--- src/pmc_pkg.sv ---
// package for the power mode controller: register map, fields, timing
package pmc_pkg;

  // ******************************
  // register byte offsets
  // ******************************
  localparam logic [7:0] ADDR_MODE_REQ  = 8'h00; // mode request (write starts entry)
  localparam logic [7:0] ADDR_ACT_TMPL  = 8'h04; // active configuration template
  localparam logic [7:0] ADDR_ALT_TMPL  = 8'h08; // alternate active template
  localparam logic [7:0] ADDR_STATUS    = 8'h0c; // current mode and flags
  localparam logic [7:0] ADDR_REG_CTRL  = 8'h10; // core regulator enables
  localparam logic [7:0] ADDR_WAKE_MASK = 8'h14; // sleep wakeup source enables

  // ******************************
  // fields and encodings
  // ******************************
  localparam int          NUM_SUBSYS   = 8;      // power controllable subsystems
  localparam int          CPU_BIT      = 0;      // template bit of the cpu
  localparam int          FLASH_BIT    = 1;      // template bit of the flash
  localparam int          NUM_WAKE     = 6;      // sleep wakeup sources
  localparam int          PIN_WAKE_BIT = 1;      // pin_interrupt_unit source index
  localparam logic [1:0]  REQ_ACTIVE   = 2'h0;
  localparam logic [1:0]  REQ_ALT      = 2'h1;
  localparam logic [1:0]  REQ_SLEEP    = 2'h2;
  localparam logic [1:0]  REQ_HIB      = 2'h3;
  localparam logic [7:0]  ACT_TMPL_RST = 8'hff;  // all subsystems on after boot
  localparam logic [7:0]  ALT_TMPL_RST = 8'hfc;  // cpu and flash off, peripherals on
  localparam logic [7:0]  SLEEP_KEEP   = 8'h00;  // subsystems kept in sleep
  localparam logic [1:0]  REG_CTRL_RST = 2'h3;   // both core regulators on at power up
  localparam logic [5:0]  WAKE_RST     = 6'h3f;  // all sleep sources enabled

  // ******************************
  // timing
  // ******************************
  localparam int CLK_MHZ        = 10;
  localparam int SLEEP_RES_NS   = 15000;   // sleep resume interval
  localparam int HIB_RES_NS     = 100000;  // hibernate resume limit
  localparam int SLEEP_RES_CYC  = (SLEEP_RES_NS * CLK_MHZ + 999) / 1000;
  localparam int HIB_RES_CYC    = (HIB_RES_NS * CLK_MHZ) / 1000;
  localparam int CNT_W          = 11;

  typedef enum logic [2:0] {
    ST_ACTIVE, ST_ALT, ST_SLEEP, ST_HIB, ST_RESUME
  } pmc_state_t;

endpackage

--- src/pmc_top.sv ---
// power mode controller with an AHB-Lite register slave
//
// The placing of the registers and the AHB-Lite register port are this design's own decisions.
`timescale 1ns/1ps
`default_nettype none
module pmc_top
  import pmc_pkg::*;
#(
  parameter int SLEEP_CYC = SLEEP_RES_CYC,
  parameter int HIB_CYC   = HIB_RES_CYC
) (
  input  wire logic              i_sys_clk,     // system clock, 10 MHz
  input  wire logic              i_nrst,        // synchronous reset, active low
  input  wire logic              i_hsel,        // ahb slave select
  input  wire logic [31:0]       i_haddr,       // ahb address
  input  wire logic [1:0]        i_htrans,      // ahb transfer type
  input  wire logic              i_hwrite,      // ahb write
  input  wire logic [2:0]        i_hsize,       // ahb size
  input  wire logic [31:0]       i_hwdata,      // ahb write data
  input  wire logic              i_hready,      // ahb ready in
  output logic [31:0]            o_hrdata,      // ahb read data
  output logic                   o_hreadyout,   // ahb ready out
  output logic                   o_hresp,       // ahb response, always okay
  input  wire logic [NUM_WAKE-1:0] i_wake_src,  // comparator,pin,i2c,rtc,timewheel,lvd
  input  wire logic              i_io_supply_ok, // all io supplies valid
  output logic [NUM_SUBSYS-1:0]  o_subsys_en,   // subsystem enables
  output logic [NUM_SUBSYS-1:0]  o_clk_gate,    // subsystem clock gate, high gates
  output logic [NUM_SUBSYS-1:0]  o_bias_cut,    // subsystem bias/leakage cut
  output logic                   o_low_osc_en,  // low_speed_internal_osc and watch_crystal_osc
  output logic                   o_core_reg_en, // core_digital_supply regulator
  output logic                   o_ana_reg_en,  // core_analog_supply regulator
  output logic                   o_all_clk_stop, // hibernate clock stop
  output logic [2:0]             o_mode         // current mode code
);

  // ******************************
  // registers
  // ******************************
  pmc_state_t              state_r;
  logic [NUM_SUBSYS-1:0]   act_tmpl_r;
  logic [NUM_SUBSYS-1:0]   alt_tmpl_r;
  logic [1:0]              reg_ctrl_r;
  logic [NUM_WAKE-1:0]     wake_mask_r;
  logic                    cpu_force_r;
  logic                    req_err_r;
  logic [CNT_W-1:0]        cnt_r;
  logic                    dph_wr_r;
  logic                    dph_rd_r;
  logic [7:0]              dph_addr_r;
  logic [NUM_SUBSYS-1:0]   en_nxt;

  logic       addr_ok;
  logic       wr_mode;
  logic       wake_any;
  logic [1:0] req;

  // decode a word offset; only the mapped words are accepted
  function automatic logic is_reg(input logic [7:0] a, input logic [7:0] off);
    is_reg = (a == off);
  endfunction

  // ******************************
  // bus slave
  // ******************************
  assign addr_ok     = i_hsel && i_hready && i_htrans[1];
  assign o_hreadyout = 1'b1;
  assign o_hresp     = 1'b0;

  // capture address phase
  always_ff @(posedge i_sys_clk) begin
    if (!i_nrst) begin
      dph_wr_r   <= 1'b0;
      dph_rd_r   <= 1'b0;
      dph_addr_r <= 8'h00;
    end else begin
      dph_wr_r   <= addr_ok && i_hwrite;
      dph_rd_r   <= addr_ok && !i_hwrite;
      dph_addr_r <= i_haddr[7:0];
    end
  end

  // read data registered at the address phase so it stands in the data phase
  always_ff @(posedge i_sys_clk) begin
    if (!i_nrst) begin
      o_hrdata <= 32'h0000_0000;
    end else if (addr_ok && !i_hwrite) begin
      case (i_haddr[7:0])
        ADDR_ACT_TMPL:  o_hrdata <= {24'h00_0000, act_tmpl_r};
        ADDR_ALT_TMPL:  o_hrdata <= {24'h00_0000, alt_tmpl_r};
        ADDR_STATUS:    o_hrdata <= {27'h000_0000, req_err_r, cpu_force_r, o_mode};
        ADDR_REG_CTRL:  o_hrdata <= {30'h0000_0000, reg_ctrl_r};
        ADDR_WAKE_MASK: o_hrdata <= {26'h000_0000, wake_mask_r};
        default:        o_hrdata <= 32'h0000_0000;
      endcase
    end
  end

  assign wr_mode = dph_wr_r && is_reg(dph_addr_r, ADDR_MODE_REQ);
  assign req     = i_hwdata[1:0];

  // template writes take effect the next cycle
  always_ff @(posedge i_sys_clk) begin
    if (!i_nrst) begin
      act_tmpl_r  <= ACT_TMPL_RST;
      alt_tmpl_r  <= ALT_TMPL_RST;
      reg_ctrl_r  <= REG_CTRL_RST; // regulators on after power up
      wake_mask_r <= WAKE_RST;
    end else if (dph_wr_r) begin
      if (is_reg(dph_addr_r, ADDR_ACT_TMPL))  act_tmpl_r  <= i_hwdata[NUM_SUBSYS-1:0];
      if (is_reg(dph_addr_r, ADDR_ALT_TMPL))  alt_tmpl_r  <= i_hwdata[NUM_SUBSYS-1:0];
      if (is_reg(dph_addr_r, ADDR_REG_CTRL))  reg_ctrl_r  <= i_hwdata[1:0];
      if (is_reg(dph_addr_r, ADDR_WAKE_MASK)) wake_mask_r <= i_hwdata[NUM_WAKE-1:0];
    end
  end

  // ******************************
  // mode state machine
  // ******************************
  // sleep wakes on enabled sources, hibernate only on the pin unit
  assign wake_any = (state_r == ST_HIB) ? i_wake_src[PIN_WAKE_BIT]
                                        : |(i_wake_src & wake_mask_r);

  always_ff @(posedge i_sys_clk) begin
    if (!i_nrst) begin
      state_r <= ST_ACTIVE; // boot default
      cnt_r   <= '0;
    end else begin
      case (state_r)
        ST_ACTIVE, ST_ALT: begin
          // low modes only on a register write
          if (wr_mode) begin
            case (req)
              REQ_ALT:   state_r <= ST_ALT;
              REQ_SLEEP: state_r <= i_io_supply_ok ? ST_SLEEP : state_r;
              REQ_HIB:   state_r <= i_io_supply_ok ? ST_HIB : state_r;
              default:   state_r <= ST_ACTIVE;
            endcase
          end
        end
        ST_SLEEP: begin
          if (wake_any) begin
            state_r <= ST_RESUME; // settle before active
            cnt_r   <= CNT_W'(SLEEP_CYC - 1);
          end
        end
        ST_HIB: begin
          if (wake_any) begin
            state_r <= ST_RESUME; // resume well inside the limit
            cnt_r   <= CNT_W'(SLEEP_CYC - 1);
          end
        end
        ST_RESUME: begin
          if (cnt_r == '0) state_r <= ST_ACTIVE;
          else cnt_r <= cnt_r - 1'b1;
        end
        default: state_r <= ST_ACTIVE;
      endcase
    end
  end

  // wakeup re-enables the cpu until firmware writes the active template or the mode request
  always_ff @(posedge i_sys_clk) begin
    if (!i_nrst) begin
      cpu_force_r <= 1'b0;
    end else if ((state_r == ST_RESUME) && (cnt_r == '0)) begin
      cpu_force_r <= 1'b1;
    end else if (dph_wr_r && (is_reg(dph_addr_r, ADDR_ACT_TMPL) || wr_mode)) begin
      cpu_force_r <= 1'b0;
    end
  end

  // refused low-power request flag: set wins over clear by status read
  always_ff @(posedge i_sys_clk) begin
    if (!i_nrst) begin
      req_err_r <= 1'b0;
    end else if (wr_mode && req[1] && !i_io_supply_ok) begin
      req_err_r <= 1'b1;
    end else if (dph_rd_r && is_reg(dph_addr_r, ADDR_STATUS)) begin
      req_err_r <= 1'b0;
    end
  end

  // ******************************
  // subsystem controls
  // ******************************
  always_comb begin
    case (state_r)
      ST_ACTIVE: en_nxt = act_tmpl_r;
      ST_ALT:    en_nxt = alt_tmpl_r;
      ST_SLEEP:  en_nxt = SLEEP_KEEP;
      default:   en_nxt = '0;
    endcase
    if (cpu_force_r && (state_r == ST_ACTIVE)) en_nxt[CPU_BIT] = 1'b1;
  end

  // registered controls; disabled gets gate and cut
  always_ff @(posedge i_sys_clk) begin
    if (!i_nrst) begin
      o_subsys_en    <= ACT_TMPL_RST;
      o_clk_gate     <= '0;
      o_bias_cut     <= '0;
      o_low_osc_en   <= 1'b1;
      o_all_clk_stop <= 1'b0;
      o_mode         <= 3'(ST_ACTIVE);
    end else begin
      o_subsys_en    <= en_nxt;
      o_clk_gate     <= ~en_nxt;
      o_bias_cut     <= ~en_nxt;
      o_low_osc_en   <= (state_r != ST_HIB);   // kept in sleep
      o_all_clk_stop <= (state_r == ST_HIB);
      o_mode         <= 3'(state_r);
    end
  end

  assign o_core_reg_en = reg_ctrl_r[0];
  assign o_ana_reg_en  = reg_ctrl_r[1];

  // resume window bounds follow the resume count parameter
  localparam int RES_LO = SLEEP_CYC;
  localparam int RES_HI = SLEEP_CYC + 1;
endmodule
`default_nettype wire

--- config.mk ---
export PLATFORM = sky130hd
export DESIGN_NAME = pmc_top
export DESIGN_NICKNAME = d
export VERILOG_FILES = /design/src/pmc_pkg.sv /design/src/pmc_top.sv
export SDC_FILE = /design/constraint.sdc
export NUM_CORES = 1
export LEC_CHECK = 0
export ABC_AREA = 0
export BUFFER_PORTS_ARGS = -buffer_cell sky130_fd_sc_hd__buf_4
export CORE_ASPECT_RATIO = 0.8
export CORE_MARGIN = 5
export CORE_UTILIZATION = 30
export DETAILED_ROUTE_END_ITERATION = 8
export PLACE_DENSITY = 0.61
export SYNTH_ARGS = -nofsm -noshare
export SYNTH_HDL_FRONTEND = slang
export SYNTH_SLANG_ARGS = --single-unit
--- constraint.sdc ---
create_clock -name i_sys_clk -period 1.7 [get_ports i_sys_clk]
set_input_delay 0.51 -clock i_sys_clk [delete_from_list [all_inputs] [get_ports i_sys_clk]]
set_output_delay 0.51 -clock i_sys_clk [all_outputs]
set_load 0.1 [all_outputs]
Yosys cells after proc, flatten, opt, wreduce, memory -nomap -nowiden
Index checks and enable logic that the tools add are counted.

storage, ports and cells
  flip-flop bits (word level) = 103
  output and inout bits = 65
  logic and storage cells = 91

cells by class
  $add $sub $neg = 1
  eq/ne operators = 24
  mux-type cells = 18
  bitwise logic cells = 2
  reductions and logical operators = 29

operators with widths
  kind                   count
  $pmux 8 s5             1
  $eq 8x4->1 const B     4
  $eq 8x5->1 const B     4
  $mux 11                2
  $pmux 11 s2            1
  $pmux 3 s3             2
  $eq 8x3->1 const B     2
  $pmux 8 s2             1
  $mux 3                 5
  $logic_and 1x1->1      11
  $logic_not 11->1       1
  $sub 11x1->11 const B  1
  $logic_not 8->1        1
  $not 8->8              1
  $reduce_and 2->1       4
  $and 6x6->6            1
  $eq 3x2->1 const B     2
  $mux 1                 6
  $ne 2x2->1 const B     3
  $ne 3x3->1 const B     2
  $reduce_bool 2->1      3
  $reduce_or 6->1        1
  $reduce_and 5->1       1
  $eq 2x2->1 const B     2
  other kinds (10)       12

Logic depth before layout (Yosys ltp)
  depth in word-level cells = 6
  gate-level depth with buffers = 8
  mapped depth without buffers = 7

Worst setup path after synthesis
OpenSTA, ideal clock, no wires.

  kind = register to output
  start point = register o_bias_cut[0] (netlist name)
  end point = output port o_clk_gate[0]
  data arrival time = 1.356 ns
  data required time = 1.190 ns
  path slack = -0.166 ns
  cell stages (with the launch flop) = 2
  buffers on the path = 1
  cells stage by stage = dfxtp_1 > buf_4

RTL lines
  what       line           RTL
  to (decl)  pmc_top.sv:27  output logic [NUM_SUBSYS-1:0] o_clk_gate,

Final worst setup path
  start point = register cnt_r[4]
  end point = register cnt_r[2]

on the way
  word-level cells in the longest chain between the ends = 3

RTL lines
  what                        line            RTL
  from (decl)                 pmc_top.sv:46   logic [CNT_W-1:0] cnt_r;
  from (signal assigned)      pmc_top.sv:143  cnt_r <= CNT_W'(SLEEP_CYC - 1);
  from (signal assigned)      pmc_top.sv:149  cnt_r <= CNT_W'(SLEEP_CYC - 1);
  from (signal assigned)      pmc_top.sv:154  else cnt_r <= cnt_r - 1'b1;
  $logic_not 11->1            pmc_top.sv:153  if (cnt_r == '0) state_r <= ST_ACTIVE;
  $ne 2x2->1 (no line)        -
  $reduce_and 3->1 (no line)  -

No other way between the ends.
A chain may end at the register's enable or synchronous reset.

==> metrics <==
layout cells sized above 1=29.0%; ys async rst share=0%; Worst-Skew Late Latency=0.34 ns; initial antenna violation count=0; area of the mapped netlist=0.00348 mm²; Fin. Hold Viols=0; Rel. slew slack=64.5%; Final HPWL DP=6.89 mm; number of post-CTS setup repair buffers=0; vias in the first global route=2663; Synth area leaders=dfxtp_1 (45%), mux2i_1 (12%), buf_4 (7.3%); clock root cell=clkbuf_16; synth warn=0; RSZ-0062 raised after global routing=yes; startpoint types=flip-flop; peak supply drop=485 µV; Post-synth EDFFs=0; DRC=0; Final GP Congestion=0.800; status=finished, final reports clean; Die H=106 µm; FP Rows=35; Tmin final=1.64 ns; Fmax achieved=611 MHz; post-synthesis cell type count=51; Filler cells=1142; skew final=0.00864 ns; wire per inst=14.6 µm; number of diodes=0; Synth area leader=dfxtp_1; TritonCTS clock tree=built; final setup violating endpoints=0; Num CTS Buffers=9; Starting Density=30.4%; max cap viols=0; Total GRT Usage=13.1%; final instance area=0.00455 mm²; port bufs=67; CP max FO=6; H-tree level count=3; ANT nets after route=0; initial detailed-routing violation count=223; flops & latches, synth=79; post-synthesis average cell area=9.03 µm²; first-pass GRT wire length=14.1 mm; DR pass1 iterations=4; WP data arrival=1.86 ns; largest net degree at the start of global routing=21; fin crit share=96.2%; most frequent cells in the layout=buf_4 (96), dfxtp_1 (71), nand2_1 (47); top-level I/O count=146; final global-route overflow total=0; post-layout util=39.8%; Placed Area=0.00421 mm²; Clock Pin Slew Worst Setup and Hold Paths=0.06 ns; most common cell after layout, fill and taps aside=buf_4; final WL=9.10 mm; Die Footprint=0.0139 mm²; Leak=2.08 nW; critical path class=reg -> reg; Via density=4.47; worst min-delay path class=in -> reg; Synth Flop Type=dfxtp_1; Slew @ Worst Pin=0.526 ns; max-slew violation count=0; Crit path required time=1.93 ns; routed via count=2790; PwrDens=953 mW/mm²; die width=130 µm; sequential fraction of the synthesis area=45.5%; share of the synthesized area in the top cell type=45.5%; CTS Buffer Depth=2; Final Net Count=553; Area growth syn-to-layout=30.8%; floorplan core area=0.0114 mm²; Setup crit end kind=flip-flop; Post-Synthesis Cells=385; CTS Sinks=79
final cells by class:
cell class,count,area (µm²),share of cell area [%]
multi-input combinational,264,1630,35.9
sequential,79,1590,35.0
timing repair buffer,99,772,17.0
clock buffer,9,225,4.95
tap,148,185,4.07
clock inverter,7,72.6,1.60
inverter,18,67.6,1.49
repair_timing:
action	CTS	global route
resized for setup	0	7
setup endpoints to repair	0	10
hold buffers	0	0
endpoints found under the hold margin	0	0
synthesized netlist by cell type, drive strengths merged, types with 4 or more instances:
cell    count
dfxtp      79
nand2      47
nand3       8
mux2i      41
inv        17
a21oi      10
nor4        4
o21ai      13
nor2b       6
nor2       42
a22oi       9
nor3        8
and2       11
and3        6
clkbuf     11
buf        37
worst paths after layout:
| kind | from | end | slack (ns) | cells after the start |
|---|---|---|---|---|
| hold reg to reg | o_hrdata[2] | o_hrdata[2] | 0.46 | 2 |
| hold / removal | i_hwrite | dph_rd_r | 0.36 | 2 |
| setup / recovery | cnt_r[4] | cnt_r[2] | 0.06 | 5 |
| setup reg to reg | cnt_r[4] | cnt_r[2] | 0.06 | 5 |
layer usage:
layer | vias to the layer above | track usage [%] | part of all wire [%]
li1 | 1417 | - | -
met1 | 1287 | 19.1 | 49
met2 | 78 | 18.6 | 43
met3 | 8 | 3.72 | 6.1
met4 | 0 | 3.96 | 1.2
met5 | - | 0 | 0
stage by stage:
stage	TNS [ns]	total power, mW	hold WS [ns]	instances	setup slack, ns
detailed placement	-0.752	2.46	0.449	608	-0.151
global placement	-0.759	2.46	0.452	608	-0.134
finish	0	4.33	0.361	624	0.0645
floorplan	0	2.37	0.463	409	0.00647
global route	-0.0332	4.49	0.356	624	-0.0315
CTS	0	4.38	0.351	624	0.0269
registers in the layout, indices dropped and copies added, names as in the netlist, 2 cells and up:
signal	flops
alt_tmpl_r	8
reg_ctrl_r	2
o_bias_cut	8
act_tmpl_r	8
o_mode	3
cnt_r	11
o_subsys_en	8
o_hrdata	8
dph_addr_r	8
state_r	3
wake_mask_r	6
cells by family (layout without fill, tap and decap cells):
| logic type | count (synthesis) | after routing | share of synthesized area, % |
|---|---|---|---|
| and+or+nand+nor | 143 | 143 | 20.5 |
| other | 2 | 26 | 0.216 |
| buffers and inverters | 66 | 133 | 11.1 |
| AOI/OAI and AO/OA | 51 | 51 | 9.90 |
| adders and majority gates | 1 | 1 | 0.360 |
| DFF | 79 | 79 | 45.5 |
| muxes | 43 | 43 | 12.5 |
power breakdown:
part / switching, mW / total, mW / internal [mW] / leakage (nW)
Combinational: 0.417 / 0.544 / 0.126 / 1.29
Clock: 0.768 / 1.91 / 1.14 / 0.142
Sequential: 0.0149 / 1.88 / 1.87 / 0.644
worst max-delay path: stages, from the launching register on:
cell      delay, ns
dfxtp_1        0.34
nor3_1         0.41
and3_4         0.30
o21ai_4        0.07
and2_4         0.18
o2111a_1       0.22
Note: power is estimated with default switching activity, not from simulation.
